===== config.mk =====
export PLATFORM = sky130hd
export DESIGN_NAME = serial_display_control
export DESIGN_NICKNAME = d
export VERILOG_FILES = /design/src/disp_ctrl_pkg.sv /design/src/serial_display_control.sv
export SDC_FILE = /design/constraint.sdc
export NUM_CORES = 1
export LEC_CHECK = 0
export ABC_AREA = 1
export BUFFER_PORTS_ARGS = -buffer_cell sky130_fd_sc_hd__buf_2
export CORE_MARGIN = 2
export CORE_UTILIZATION = 65
export CTS_CLUSTER_SIZE = 30
export DETAILED_ROUTE_END_ITERATION = 8
export GPL_TIMING_DRIVEN = 0
export PLACE_DENSITY_LB_ADDON = 0.15
export SETUP_SLACK_MARGIN = 0.4
export SLEW_MARGIN = 20
export SYNTH_ARGS = -nofsm -noshare
export SYNTH_HDL_FRONTEND = slang
export SYNTH_SLANG_ARGS = --single-unit

===== constraint.sdc =====
create_clock -name core_clk -period 22.4 [get_ports core_clk]
set_input_delay 1.12 -clock core_clk [delete_from_list [all_inputs] [get_ports core_clk]]
set_output_delay 1.12 -clock core_clk [all_outputs]
set_load 0.01 [all_outputs]

===== src/disp_ctrl_pkg.sv =====
/*
 * constants, control word layouts and lookup functions for the serial
 * display control block.
 * assumes one core clock; all pins arrive asynchronously.
 */
package disp_ctrl_pkg;

    localparam int SHIFT_W       = 8;
    localparam int WORD_W        = 7;
    localparam int WORD_SEL_BIT  = 7;
    localparam int DOT_BITS      = 160;
    localparam int ROWS          = 8;
    localparam int COLS          = 20;
    localparam int REFRESH_CYC   = 512;
    localparam int REFRESH_W     = 9;
    localparam int ROW_CYC_W     = 6;
    localparam int ROW_ON_MAX    = 60;
    localparam int PRESCALE_DIV  = 8;
    localparam int PRESCALE_W    = 3;
    localparam int SYNC_W        = 6;
    localparam int INT_OSC_HZ    = 200000;
    localparam int CORE_CLK_HZ   = 200000000;
    localparam int INT_OSC_DIV   = CORE_CLK_HZ / INT_OSC_HZ;

    // pin indices inside the synchroniser vector
    localparam int PIN_RS   = 0;
    localparam int PIN_CEN  = 1;
    localparam int PIN_SCLK = 2;
    localparam int PIN_DIN  = 3;
    localparam int PIN_EOSC = 4;
    localparam int PIN_OSEL = 5;

    typedef struct packed {
        logic       run;        // high = normal, low = sleep
        logic [1:0] peak;       // peak current select
        logic [3:0] pwm;        // on-time code
    } bright_word_s;

    typedef struct packed {
        logic [4:0] zero;       // always written low
        logic       prescale;   // external oscillator divide by eight
        logic       simul;      // pass-through serial out
    } mode_word_s;

    localparam bright_word_s BRIGHT_RST = 7'h00;
    localparam mode_word_s   MODE_RST   = 7'h00;

    function automatic logic [ROW_CYC_W-1:0] pwm_on_cycles(input logic [3:0] code);
        logic [ROW_CYC_W-1:0] t [16];
        t = '{6'h00, 6'h01, 6'h02, 6'h03, 6'h04, 6'h05, 6'h07, 6'h09,
              6'h0B, 6'h0E, 6'h12, 6'h16, 6'h1C, 6'h24, 6'h30, 6'h3C};
        return t[code];
    endfunction

    // relative full-scale current in percent, code is {bit5, bit4}
    function automatic logic [6:0] peak_percent(input logic [1:0] code);
        logic [6:0] p;
        unique case (code)
            2'h2:    p = 7'h1F;
            2'h1:    p = 7'h32;
            2'h0:    p = 7'h49;
            default: p = 7'h64;
        endcase
        return p;
    endfunction

endpackage


===== src/serial_display_control.sv =====
/*
 * serial-loaded control logic of a four-character led matrix driver:
 * control and dot shift chains, control words, latch, oscillator
 * selection and row scan with pwm blanking.
 * assumes every pin input is asynchronous to core_clk and that the serial
 * clock is slow enough that each level lasts several core clock cycles.
 */
module serial_display_control
    import disp_ctrl_pkg::*;
#(
    parameter int OSC_DIV = INT_OSC_DIV
) (
    input  wire logic             core_clk,        // 200 MHz core clock
    input  wire logic             sys_rst,         // async reset, active high
    input  wire logic             register_select, // high selects control load
    input  wire logic             chip_enable_n,   // load enable, active low
    input  wire logic             serial_clk,      // serial shift clock
    input  wire logic             serial_din,      // serial data in
    input  wire logic             ext_osc_in,      // external display oscillator
    input  wire logic             ext_osc_sel,     // high uses external oscillator
    input  wire logic             display_off_pin, // high blanks the display
    output logic                  serial_dout,     // serial data out
    output logic                  osc_out,         // display clock for slaves
    output logic [ROWS-1:0]       row_drive,       // one-hot row sink
    output logic [COLS-1:0]       col_drive,       // column current enables
    output logic [6:0]            peak_pct,        // relative peak current
    output logic                  sleeping         // high while in sleep
);

    logic [SYNC_W-1:0]        sync1_q, sync2_q, sync3_q;
    logic [SHIFT_W-1:0]       ctrl_shift_q;
    logic [DOT_BITS-1:0]      dot_shift_q, dot_latch_q;
    bright_word_s             bright_q;
    mode_word_s               mode_q;
    logic                     sel_ctrl_q, pending_q;
    logic [$clog2(OSC_DIV)-1:0] osc_cnt_q;
    logic [PRESCALE_W-1:0]    pre_cnt_q;
    logic [REFRESH_W-1:0]     scan_q;
    logic                     serial_dout_q, osc_out_q, sleeping_q;
    logic [ROWS-1:0]          row_q;
    logic [COLS-1:0]          col_q;
    logic [6:0]               peak_q;
    logic [1:0]               off_sync_q;

    always_ff @(posedge core_clk or posedge sys_rst)
    begin
        if (sys_rst)
        begin
            sync1_q <= '0;
            sync2_q <= '0;
            sync3_q <= '0;
            off_sync_q <= '0;
        end
        else
        begin
            sync1_q <= {ext_osc_sel, ext_osc_in, serial_din, serial_clk,
                        chip_enable_n, register_select};
            sync2_q <= sync1_q;
            sync3_q <= sync2_q;
            off_sync_q <= {off_sync_q[0], display_off_pin};
        end
    end

    wire logic rs_s       = sync2_q[PIN_RS];
    wire logic cen_s      = sync2_q[PIN_CEN];
    wire logic sclk_s     = sync2_q[PIN_SCLK];
    wire logic din_s      = sync2_q[PIN_DIN];
    wire logic sclk_rise  = sclk_s & ~sync3_q[PIN_SCLK];
    wire logic ce_fall    = ~cen_s & sync3_q[PIN_CEN];
    wire logic eosc_rise  = sync2_q[PIN_EOSC] & ~sync3_q[PIN_EOSC];
    wire logic use_ext    = sync2_q[PIN_OSEL];
    wire logic shift_en   = sclk_rise & ~cen_s;
    wire logic commit_ok  = cen_s & ~sclk_s;
    wire logic commit     = commit_ok & pending_q;
    wire logic ctrl_commit = commit & sel_ctrl_q;
    wire logic dot_commit  = commit & ~sel_ctrl_q;
    wire logic word_sel   = ctrl_shift_q[WORD_SEL_BIT];

    // load target is captured as enable falls, shifting marks a pending commit
    always_ff @(posedge core_clk or posedge sys_rst)
    begin
        if (sys_rst)
        begin
            sel_ctrl_q <= 1'b0;
            pending_q  <= 1'b0;
        end
        else
        begin
            if (ce_fall)
                sel_ctrl_q <= rs_s;
            if (shift_en)
                pending_q <= 1'b1;
            else if (commit)
                pending_q <= 1'b0;
        end
    end

    always_ff @(posedge core_clk or posedge sys_rst)
    begin
        if (sys_rst)
            ctrl_shift_q <= '0;
        else if (shift_en && sel_ctrl_q)
            ctrl_shift_q <= {ctrl_shift_q[SHIFT_W-2:0], din_s};
    end

    // dot chain and latch, no reset so leaves them alone
    // sleep never gates shifting or latching
    always_ff @(posedge core_clk)
    begin
        if (shift_en && !sel_ctrl_q)
            dot_shift_q <= {dot_shift_q[DOT_BITS-2:0], din_s};
        if (dot_commit)
            dot_latch_q <= dot_shift_q;
    end

    // words change only on their own commit
    always_ff @(posedge core_clk or posedge sys_rst)
    begin
        if (sys_rst)
        begin
            bright_q <= BRIGHT_RST;
            mode_q   <= MODE_RST;
        end
        else if (ctrl_commit)
        begin
            if (word_sel)
                mode_q <= mode_word_s'(ctrl_shift_q[WORD_W-1:0]);
            else
                bright_q <= bright_word_s'(ctrl_shift_q[WORD_W-1:0]);
        end
    end

    // word fields feed pwm, peak, run
    wire logic osc_run   = bright_q.run;
    wire logic int_tick  = osc_run && (osc_cnt_q == ($clog2(OSC_DIV))'(OSC_DIV - 1));
    // prescaler only on the external source
    wire logic ext_tick  = eosc_rise && (!mode_q.prescale ||
                           pre_cnt_q == PRESCALE_W'(PRESCALE_DIV - 1));
    // slaves take the master's clock on the external input
    wire logic disp_tick = use_ext ? ext_tick : int_tick;

    always_ff @(posedge core_clk or posedge sys_rst)
    begin
        if (sys_rst)
        begin
            osc_cnt_q <= '0;
            pre_cnt_q <= '0;
        end
        else
        begin
            if (!osc_run || int_tick)
                osc_cnt_q <= '0;
            else
                osc_cnt_q <= osc_cnt_q + 1'b1;
            if (eosc_rise)
                pre_cnt_q <= pre_cnt_q + 1'b1;
        end
    end

    // 512 display clocks per refresh, 64 per row
    wire logic [2:0]           cur_row  = scan_q[REFRESH_W-1:ROW_CYC_W];
    wire logic [ROW_CYC_W-1:0] row_cyc  = scan_q[ROW_CYC_W-1:0];
    wire logic [ROW_CYC_W-1:0] on_time  = pwm_on_cycles(bright_q.pwm);
    wire logic                 lit      = osc_run && !off_sync_q[1] &&
                                          row_cyc < on_time &&
                                          row_cyc < ROW_CYC_W'(ROW_ON_MAX);
    logic [COLS-1:0]           col_d;

    genvar c;
    generate
        for (c = 0; c < COLS; c++)
        begin : g_col
            assign col_d[c] = lit & dot_latch_q[c*ROWS + int'(cur_row)];
        end
    endgenerate

    wire logic dout_d = !sel_ctrl_q ? dot_shift_q[DOT_BITS-1] :
                        mode_q.simul ? din_s : ctrl_shift_q[SHIFT_W-1];

    always_ff @(posedge core_clk or posedge sys_rst)
    begin
        if (sys_rst)
        begin
            scan_q        <= '0;
            row_q         <= '0;
            col_q         <= '0;
            serial_dout_q <= 1'b0;
            osc_out_q     <= 1'b0;
            sleeping_q    <= 1'b1;
            peak_q        <= '0;
        end
        else
        begin
            if (disp_tick)
                scan_q <= scan_q + 1'b1;
            if (disp_tick)
                osc_out_q <= ~osc_out_q;
            // blank rows and columns in sleep
            row_q         <= lit ? ROWS'(1) << cur_row : '0;
            col_q         <= col_d;
            serial_dout_q <= dout_d;
            sleeping_q    <= ~osc_run;
            peak_q        <= peak_percent(bright_q.peak);
        end
    end

    assign serial_dout = serial_dout_q;
    assign osc_out     = osc_out_q;
    assign row_drive   = row_q;
    assign col_drive   = col_q;
    assign peak_pct    = peak_q;
    assign sleeping    = sleeping_q;
endmodule // serial_display_control


## After elaboration in Yosys (flattened, before gate mapping)

Memories as Yosys holds them, arrays and structs flattened.
Cells that the tools add are included.
W data, S select, Z words.

- Add/sub/neg operators: 22
- $lt $le $gt $ge: 23
- Equal/unequal tests: 4
- Shift-type cells: 1
- Muxes and demuxes: 69
- Bitwise logic cells: 37
- Reduce and logical (&&, ||, !) cells: 17

Operator list:

| operator | number |
|---|---|
| $bmux W1 S8 | 19 |
| $lt A8 B9 Y1 const B | 8 |
| $add A7 B3 Y8 const A | 8 |
| $mux W1 | 44 |
| $add A8 B3 Y9 const A | 4 |
| $lt A7 B9 Y1 const B | 4 |
| $lt A9 B9 Y1 const B | 4 |
| $add A6 B3 Y7 const A | 4 |
| $and A1 B1 Y1 | 28 |
| $pmux W7 S3 | 1 |
| $lt A6 B9 Y1 const B | 2 |
| $add A5 B3 Y6 const A | 2 |
| $mux W6 | 2 |
| $add A10 B1 Y10 const B | 1 |
| $eq A10 B10 Y1 const B | 1 |
| $mux W10 | 1 |
| $add A9 B1 Y9 const B | 1 |
| $lt A3 B9 Y1 const B | 1 |
| $lt A5 B9 Y1 const B | 1 |
| $mux W8 | 1 |
| $not A1 Y1 | 8 |
| $shl A1 B3 Y8 const A | 1 |
| $logic_and A1 B1 Y1 | 7 |
| $lt A6 B6 Y1 | 1 |
| other kinds (14) | 19 |

- Bits in registers: 418
- Bits in read-only memories: 96
- Input bits: 9
- Word-level logic and storage cells: 197
- Memories: 1

Memories:

| name | depth | width | rd ports | clocked after memory_dff | write ports | line | source |
|---|---|---|---|---|---|---|---|
| (name not given) | 16 | 6 | 1 | 0 | 0 | disp_ctrl_pkg.sv:52 | `return t[code];` |

## Depth between registers and ports, before layout

Gate-level depths: netlist (run 1).

- Depth in word-level cells: 8
- Mapped depth: 12
- Gate-level depth less buffers: 11

## Worst setup path after synthesis (run 1)

Ideal clock, no wire load.

- Path kind: flip-flop to flip-flop
- Start point: reg sync2_q[1]
- End point: reg dot_shift_q[0] (enable)
- Setup time: 0.681 ns
- Arrival time: 7.316 ns
- Data required time: 21.719 ns
- Setup slack: 14.403 ns
- Stages on the path, launching flop included: 4
- Clock period less this slack: 7.997 ns
- Path through: dfrtp_1 nor3_1 inv_1 nor2_1

- Word-level cells in the longest chain between the ends: 3

RTL lines:

| element | line | source |
|---|---|---|
| from (decl) | serial_display_control.sv:30 | `logic [SYNC_W-1:0] sync1_q, sync2_q, sync3_q;` |
| from (signal assigned) | serial_display_control.sv:58 | `sync2_q <= sync1_q;` |
| $not A1 Y1 | serial_display_control.sv:72 | `wire logic shift_en = sclk_rise & ~cen_s;` |
| $and A1 B1 Y1 | serial_display_control.sv:72 |  |
| $logic_and A1 B1 Y1 | serial_display_control.sv:110 | `if (shift_en && !sel_ctrl_q)` |
| to (signal assigned) | serial_display_control.sv:111 | `dot_shift_q <= {dot_shift_q[DOT_BITS-2:0], din_s};` |
| to (decl) | serial_display_control.sv:32 | `logic [DOT_BITS-1:0] dot_shift_q, dot_latch_q;` |

Every way passes these cells.
A chain may end at the register's enable or synchronous reset.

## Worst setup path after layout (run 1)

- Start point: reg bright_q[0] (netlist name)
- End point: reg col_q[3] (netlist: col_drive[3])

- Word-level cells in the longest chain between the ends: 8

RTL lines:

| element | line | source |
|---|---|---|
| from (decl) | serial_display_control.sv:33 | `bright_word_s bright_q;` |
| from (signal assigned) | serial_display_control.sv:129 | `bright_q <= bright_word_s'(ctrl_shift_q[WORD_W-1:0]);` |
| $not A4 Y5 (implied by the code) | disp_ctrl_pkg.sv:52 |  |
| $mem_v2 Z16 W6 | - |  |
| $mux W6 (implied by the code) (2 in series) | disp_ctrl_pkg.sv:52 |  |
| $lt A6 B6 Y1 | serial_display_control.sv:165 | `row_cyc < on_time &&` |
| $logic_and A1 B1 Y1 | serial_display_control.sv:164 | `wire logic lit = osc_run && !off_sync_q[1] &&` |
| $logic_and A1 B1 Y1 | serial_display_control.sv:165 |  |
| $and A1 B1 Y1 | serial_display_control.sv:173 | `assign col_d[c] = lit & dot_latch_q[c*ROWS + int'(cur_row)];` |
| via col_d[3] | serial_display_control.sv:167 | `logic [COLS-1:0] col_d;` |
| to (signal assigned) | serial_display_control.sv:200 | `col_q <= col_d;` |
| to (decl) | serial_display_control.sv:41 | `logic [COLS-1:0] col_q;` |

The timed path passes the listed nets, and every way through them passes these cells. The select of a mux whose other input is x is not followed.

==> metrics.md, run 1 <==
| Metric | Value |
|---|---|
| Result of the run | `finished, final reports clean` |
| Nets | `1204` |
| Total routed wire length on the met1 layer | `11.8 mm` |
| Root buffer cell | `clkbuf_16` |
| Placement Rows | `55` |
| Synth Area per Inst | `14.0 um^2` |
| Time the worst path needs with I/O delays and setup | `2650 ps` |
| Critical Path RT | `22840 ps` |
| Synth-to-Final Area Change | `14.5%` |
| Placeable core region | `22700 um^2` |
| Worst setup SP type | `flop` |
| Total of max-cap violations | `0` |
| # fillers | `1348` |
| Sequential fraction of the synthesis area | `79.4%` |
| Clk buf depth | `3` |
| Clock edge transition at the registers on the reported setup and hold paths | `60 ps` |
| Via count of the first global-routing pass | `7941` |
| Number of DRC violations after detailed routing | `0` |
| Worst slew pin tran | `835 ps` |
| Routability cong. | `0.768` |
| Final slew viol count | `0` |
| Number of antenna violations at the first check in global routing | `0` |
| Met2 layer wire length in the routed design | `13.5 mm` |
| Crit share post-route | `11.8%` |
| Diodes inserted | `0` |
| H-tree levels | `2` |
| Max Fanout on Critical Path | `10` |
| Number of buffers inserted during clock tree synthesis | `41` |
| CTS tree | `built` |
| Net count after synthesis | `1102` |
| RSZ-0062 raised after global routing | `no` |
| Die ar. | `24400 um^2` |
| Per-cell routed wire length | `18.5 um` |
| Fraction of layout instances using a drive strength above 1 | `13.3%` |
| Chip height | `156 um` |
| Storage cell area | `12000 um^2` |
| Skew-Pair Late Insertion Delay | `530 ps` |
| # setup viols final | `0` |
| Syn Inst Count | `1073` |
| Starting density of the core | `66.4%` |
| Worst hold endpoint | `sync2_q[3]` |
| Sum of met3 wire segment lengths after detailed routing | `1.74 mm` |
| Reg-to-reg slack, setup | `19750 ps` |
| Total congestion overflow after global routing | `0` |
| Arrival @ worst endpoint | `3080 ps` |
| Pre-CTS setup slack | `19740 ps` |
| R2r worst-path depth | `10` |
| Non-filler instance count after layout | `1491` |
| Initial DRT Pass Iterations | `5` |
| Min-delay src | `sync1_q[3]` |
| Type of element capturing the critical path | `flop` |
| Max Freq | `378 MHz` |
| Total power | `1.60 mW` |
| Static power due to leakage | `6.54 nW` |
| Clock skew after layout | `19.0 ps` |
| Endpoints failing hold | `0` |
| Total wire length after detailed routing | `27.6 mm` |
| Number of vias after detailed routing | `8075` |
| Hold Path Class | `flop to flop` |
| Area used by multi-input combinational logic | `2340 um^2` |
| Detailed placer's ending HPWL | `16.3 mm` |
| Relative slew margins | `44.3%` |
| Critical path start-end classification | `flop to flop` |
| Worst path setup slack after routing | `19750 ps` |
| Number of hold buffers added after cts | `0` |
| Post-cts gate resize count | `0` |
| Via-to-Cell Ratio | `5.42` |
| Cell Count Post-Placement | `1417` |
| Post-synthesis instance area | `15100 um^2` |
| Die outline width | `156 um` |
| Synthesis Warnings | `0` |
| Top sig layer | `met4` |
| Wire length of the first global-routing pass | `42.5 mm` |
| 1st-iter DRT viols | `851` |
| Quantity of I/O buffers inserted on ports | `46` |
| Post CTS Setup Buffer Count | `0` |
| Worst Hold Depth | `0` |
| Yosys reg bits | `414` |
| Total power divided by cell area | `92.7 nW/um^2` |
| Sink count of the clock tree | `414` |
| Global-route total usage across every layer | `23.3%` |
| Launch instance of the worst register-to-register path | `bright_q[0]` |
| Ports placed on the boundary | `47` |
| Worst reg2reg path endpoint | `col_drive[3]` |
| Largest net degree at the start of global routing | `72` |
| Maximum vdd ir drop | `0.0651 mV` |
| Count of unique library cells instantiated by Yosys | `34` |
| Fin Setup TNS | `0 ps` |
| Count of antenna-violating nets left after detailed routing | `0` |
-- power by group --
part / switching [mW] / internal (mW) / total [mW]
Sequential: 0.0175 / 0.844 / 0.862
Combinational: 0.0534 / 0.0344 / 0.0878
Clock: 0.274 / 0.375 / 0.649
Total: 0.345 / 1.25 / 1.60
-- area by class of cell --
class,count,area share [%]
repair buffers,59,3.02
clock buffers,47,6.14
clock inverters,27,1.29
flip-flops and latches,414,69.4
inverters,164,3.60
plain buffers,30,0.987
multi-input cells,465,13.6
well taps,285,2.07
-- cells by family (layout without fill, tap and decap cells) --
kind of cell,count (synthesis),in the layout,synth area share [%]
adders and majority gates,20,20,1.66
DFF,414,414,79.4
xor gates and xnor gates,10,10,0.581
and+or+nand+nor,338,338,9.09
AOI/OAI and AO/OA,97,97,4.08
buffers and inverters,194,327,5.21
-- how the worst max path moves through the flow --
stage	startpoint	to	slack [ps]	cells past startpoint
after floorplan	sync2_q[1]	dot_shift_q[0]	14400	3
after global placement	sync2_q[1]	dot_shift_q[39]	11360	3
after detailed placement	bright_q[0]	col_drive[13]	19740	10
after CTS	bright_q[0]	col_drive[13]	19730	10
after global routing	bright_q[0]	col_drive[13]	19610	10
final	bright_q[0]	col_drive[3]	19750	10
-- registers in the layout, summed over array words and instances, names as in the netlist, 2 cells and up --
| register | count |
|---|---|
| dot_latch_q | 160 |
| mode_q | 2 |
| row_drive | 8 |
| scan_q | 9 |
| col_drive | 20 |
| off_sync_q | 2 |
| ctrl_shift_q | 8 |
| dot_shift_q | 160 |
| bright_q | 6 |
| sync2_q | 6 |
| pre_cnt_q | 3 |
| sync3_q | 3 |
| sync1_q | 6 |
| osc_cnt_q | 10 |
| peak_pct | 5 |
-- cells in the final DEF, fill, tap and decap left out, types with 10 or more instances in the layout --
master	n
edfxtp_1	320
nand2_1	231
inv_1	159
dfrtp_1	93
nor2_1	61
buf_2	58
clkbuf_16	41
o21ai_0	32
a21oi_1	20
ha_1	20
o2111ai_1	18
nand3_1	17
clkbuf_1	15
o211ai_1	12
nor3_1	11
a31oi_1	11
xor2_1	10
-- through the flow --
| step | utilization [%] | instance area [um^2] | hold WS [ps] |
|---|---|---|---|
| CTS | 76.0 | 17200 | 352 |
| detailed placement | 70.3 | 16000 | 338 |
| global route | 76.0 | 17200 | 357 |
| finish | 76.0 | 17200 | 350 |
| global placement | 68.9 | 15700 | 332 |
| floorplan | - | 15100 | 331 |
-- synthesized netlist by cell type, drive strengths merged --
cell type  instances  share of area [%]
a21oi             20               0.66
a31oi             11               0.46
buf               19               0.85
clkbuf            11               0.28
clkinv             1              0.025
dfrtp             93                 15
dfstp              1               0.17
edfxtp           320                 64
ha                20                1.7
inv              163                4.1
nand2            232                5.8
nand2b             1              0.042
nand3             17               0.56
nand4              3               0.22
nor2              69                1.9
nor3              11               0.37
nor3b              1              0.050
nor4               1              0.042
o2111ai           18                1.0
o211ai            14               0.76
o21a               1              0.050
o21ai             33                1.1
or2                3               0.12
xor2              10               0.58
-- critical path, cell delays in order (launching register included) --
cell      delay (ps)
dfrtp_1          460
inv_1            150
ha_1             330
o211ai_1         200
nand2_1           90
ha_1             290
a21oi_1          160
o21a_1           170
nand4_4          290
buf_6            280
nor2_1           160
-- routing by layer --
| layer | track usage (%) | vias to the layer above |
|---|---|---|
| li1 | - | 3823 |
| met4 | 6.68 | 0 |
| met5 | 0 | - |
| met1 | 32.2 | 3941 |
| met3 | 4.18 | 43 |
| met2 | 38.7 | 268 |
No activity file was read; power rests on OpenSTA's default activity.
==> inputs of run 2 (changes only) <==
Settings changed: CORE_UTILIZATION 65 to 61.
Clock period 22.4 ns to 2.5 ns, I/O delays scaled along.
==> metrics.md, run 2 (synthesized netlist as in run 1, its figures left out) <==
| Metric | Value |
|---|---|
| Result of the run | `finished, final reports clean` |
| Detailed placer's ending HPWL | `16.4 mm (+0.59%)` |
| Synth-to-Final Area Change | `18.7%` |
| 1st-iter DRT viols | `843 (-0.94%)` |
| Reg-to-reg slack, setup | `370 ps (-19390 ps)` |
| Critical Path RT | `2950 ps (-19890 ps)` |
| Worst slew pin tran | `774 ps (-60.8 ps)` |
| Root buffer cell | `clkbuf_16` |
| Number of antenna violations at the first check in global routing | `0 (unchanged)` |
| Via-to-Cell Ratio | `5.23 (-3.5%)` |
| Storage cell area | `12000 um^2 (about the same)` |
| Static power due to leakage | `6.73 nW (+3.0%)` |
| Relative slew margins | `48.4% (+4.1 points)` |
| Internal Pwr Total | `11.7 mW (+830%)` |
| Total of max-cap violations | `0 (unchanged)` |
| Endpoints failing hold | `0 (unchanged)` |
| Ports placed on the boundary | `47 (unchanged)` |
| Fraction of layout instances using a drive strength above 1 | `17.6% (+4.3 points)` |
| Number of buffers inserted during clock tree synthesis | `41 (unchanged)` |
| Die ar. | `26000 um^2 (+6.4%)` |
| Maximum vdd ir drop | `0.573 mV (+780%)` |
| Clock edge transition at the registers on the reported setup and hold paths | `60 ps (about the same)` |
| Design area | `17900 um^2 (+3.7%)` |
| Hold Path Class | `primary input to asynchronous set/reset pin` |
| Most common cell after layout, fill and taps aside | `edfxtp_1` |
| Max Freq | `468 MHz (+24%)` |
| Post-detailed-placement cell area | `16100 um^2 (+0.67%)` |
| Die outline width | `161 um (+3.1%)` |
| Area used by multi-input combinational logic | `2550 um^2 (+9.3%)` |
| Nets | `1231 (+2.2%)` |
| Clock share of power | `41.1% (+0.5 points)` |
| Chip height | `161 um (+3.1%)` |
| Slowest stage cell on the critical path | `dfrtp_2` |
| Worst setup SP type | `flop` |
| Total congestion overflow after global routing | `0 (unchanged)` |
| CTS tree | `built` |
| Global-route total usage across every layer | `22.4% (-0.90 points)` |
| Total power divided by cell area | `829 nW/um^2 (+790%)` |
| Most frequent cells in the layout | `320 x edfxtp_1, 230 x nand2_1, 156 x inv_1` |
| Fin Setup TNS | `0 ps (unchanged)` |
| Fraction of power spent switching nets | `21.2% (-0.42 points)` |
| Diodes inserted | `0 (unchanged)` |
| Time the worst path needs with I/O delays and setup | `2130 ps (-512 ps)` |
| Quantity of I/O buffers inserted on ports | `46 (unchanged)` |
| Worst path setup slack after routing | `365 ps (-19390 ps)` |
| Pre-CTS setup slack | `-67.0 ps (-19810 ps)` |
| Total wire length after detailed routing | `27.9 mm (+1.0%)` |
| Skew-Pair Late Insertion Delay | `520 ps (about the same)` |
| Placeable core region | `24300 um^2 (+7.1%)` |
| Final slew viol count | `0 (unchanged)` |
| Launch instance of the worst register-to-register path | `bright_q[0]` |
| Arrival @ worst endpoint | `2590 ps (-490 ps)` |
| Clk buf depth | `3 (unchanged)` |
| # fillers | `1462 (+8.5%)` |
| H-tree levels | `2 (unchanged)` |
| R2r worst-path depth | `12 (+2)` |
| Critical path start-end classification | `flop to flop` |
| Via count of the first global-routing pass | `8187 (+3.1%)` |
| Type of element capturing the critical path | `flop` |
| Starting density of the core | `62.0% (-4.4 points)` |
| Critical-path cell list | `buf_6, buf_4, ha_4, nand2_1, nand3_2, ha_4, nand2_2, o21a_1, nand4_4, buf_12, buf_12, nor2_4` |
| Max Fanout on Critical Path | `6 (-4)` |
| Net load switching power | `3.14 mW (+810%)` |
| Wire length of the first global-routing pass | `44.2 mm (+4.1%)` |
| Part of the power in combinational logic | `6.8% (+1.3 points)` |
| Placement Rows | `57 (+3.6%)` |
| Routability cong. | `0.759 (-1.2%)` |
| Largest net degree at the start of global routing | `34 (-53%)` |
| CP peak stage delay | `430 ps (-30 ps)` |
| Worst reg2reg path endpoint | `col_drive[6]` |
| Count of antenna-violating nets left after detailed routing | `0 (unchanged)` |
| Clock skew after layout | `9.02 ps (-9.96 ps)` |
| # setup viols final | `0 (unchanged)` |
| Number of vias after detailed routing | `8136 (+0.76%)` |
| Crit share post-route | `85.4% (+74 points)` |
| RSZ-0062 raised after global routing | `yes` |
| Sink count of the clock tree | `414 (unchanged)` |
| Number of DRC violations after detailed routing | `0 (unchanged)` |
| Initial DRT Pass Iterations | `5 (unchanged)` |
| Sequential power share | `52.1% (-1.8 points)` |
| Per-cell routed wire length | `17.9 um (-3.2%)` |
run 2: cell count changes in the layout (fill, tap and decap cells not counted), sizes merged:
cell	change
clkinvlp	-2
bufinv	+2
nor2	+2
clkinv	-5
dlygate4sd3	+8
clkbuf	+7
buf	+17
inv	-3
run 2: worst max path at each step:
stage          cells past startpoint  slack, ps        start               to
6_report                          12        370  bright_q[0]     col_drive[6]
5_1_grt                           11        280  bright_q[0]     col_drive[6]
4_1_cts                           12        390  bright_q[0]     col_drive[3]
3_5_place_dp                       9        -70  bright_q[0]     col_drive[4]
3_3_place_gp                       4      -2020   sync2_q[2]  dot_shift_q[52]
2_1_floorplan                      4       -940   sync2_q[2]   dot_shift_q[0]
run 2: worst max-delay path, delay by kind of cell, from the launching register on:
family                     cells  cell delay (ps)
DFF                            1              430
buffers and inverters          4              600
adders and majority gates      2              400
and+or+nand+nor                5              450
AOI/OAI and AO/OA              1              170
run 2: cell type report:
class | instances | share of cell area, %
Buffer | 30 | 1.01
Clock buffer | 54 | 6.29
Clock inverter | 19 | 1.24
Inverter | 164 | 3.49
Multi-Input combinational cell | 467 | 14.3
Sequential cell | 414 | 66.9
Tap cell | 324 | 2.27
Timing Repair Buffer | 84 | 4.54
run 2: routing by layer:
layer  wire (um)  GRT usage [%]  part of all wire, %  vias up
li1            -              -                    -     3872
met1       12700           32.2                   45     4001
met3        1370           4.03                  4.9       56
met4         780           7.51                  2.8        0
met2       13100           35.4                   47      207
met5           0              0                    0        -
run 2: power by group through the flow:
| stage | Combinational [mW] | Clock, mW | Sequential [mW] |
|---|---|---|---|
| floorplan | 0.554 | 0 | 7.85 |
| global placement | 0.719 | 0 | 7.87 |
| detailed placement | 0.792 | 0 | 7.86 |
| CTS | 0.974 | 6.19 | 7.72 |
| global route | 1.14 | 6.50 | 7.75 |
| finish | 1.01 | 6.10 | 7.73 |
run 2: metrics by stage:
step	instances	power (mW)	hold slack [ps]	utilization (%)
finish	1556	14.8	90.1	73.6
global route	1556	15.4	104	73.6
CTS	1555	14.9	89.5	73.3
detailed placement	1458	8.65	94.1	66.1
global placement	1443	8.59	233	64.7
floorplan	1073	8.40	156	-
run 2: repair_timing:
item,in CTS,in global routing
cloned,3,0
endpoints found under the setup margin,173,51
gates resized for setup,44,18
hold endpoints to repair,46,0
pin swaps,16,8
setup buffers,13,1
hold buffers,8,0
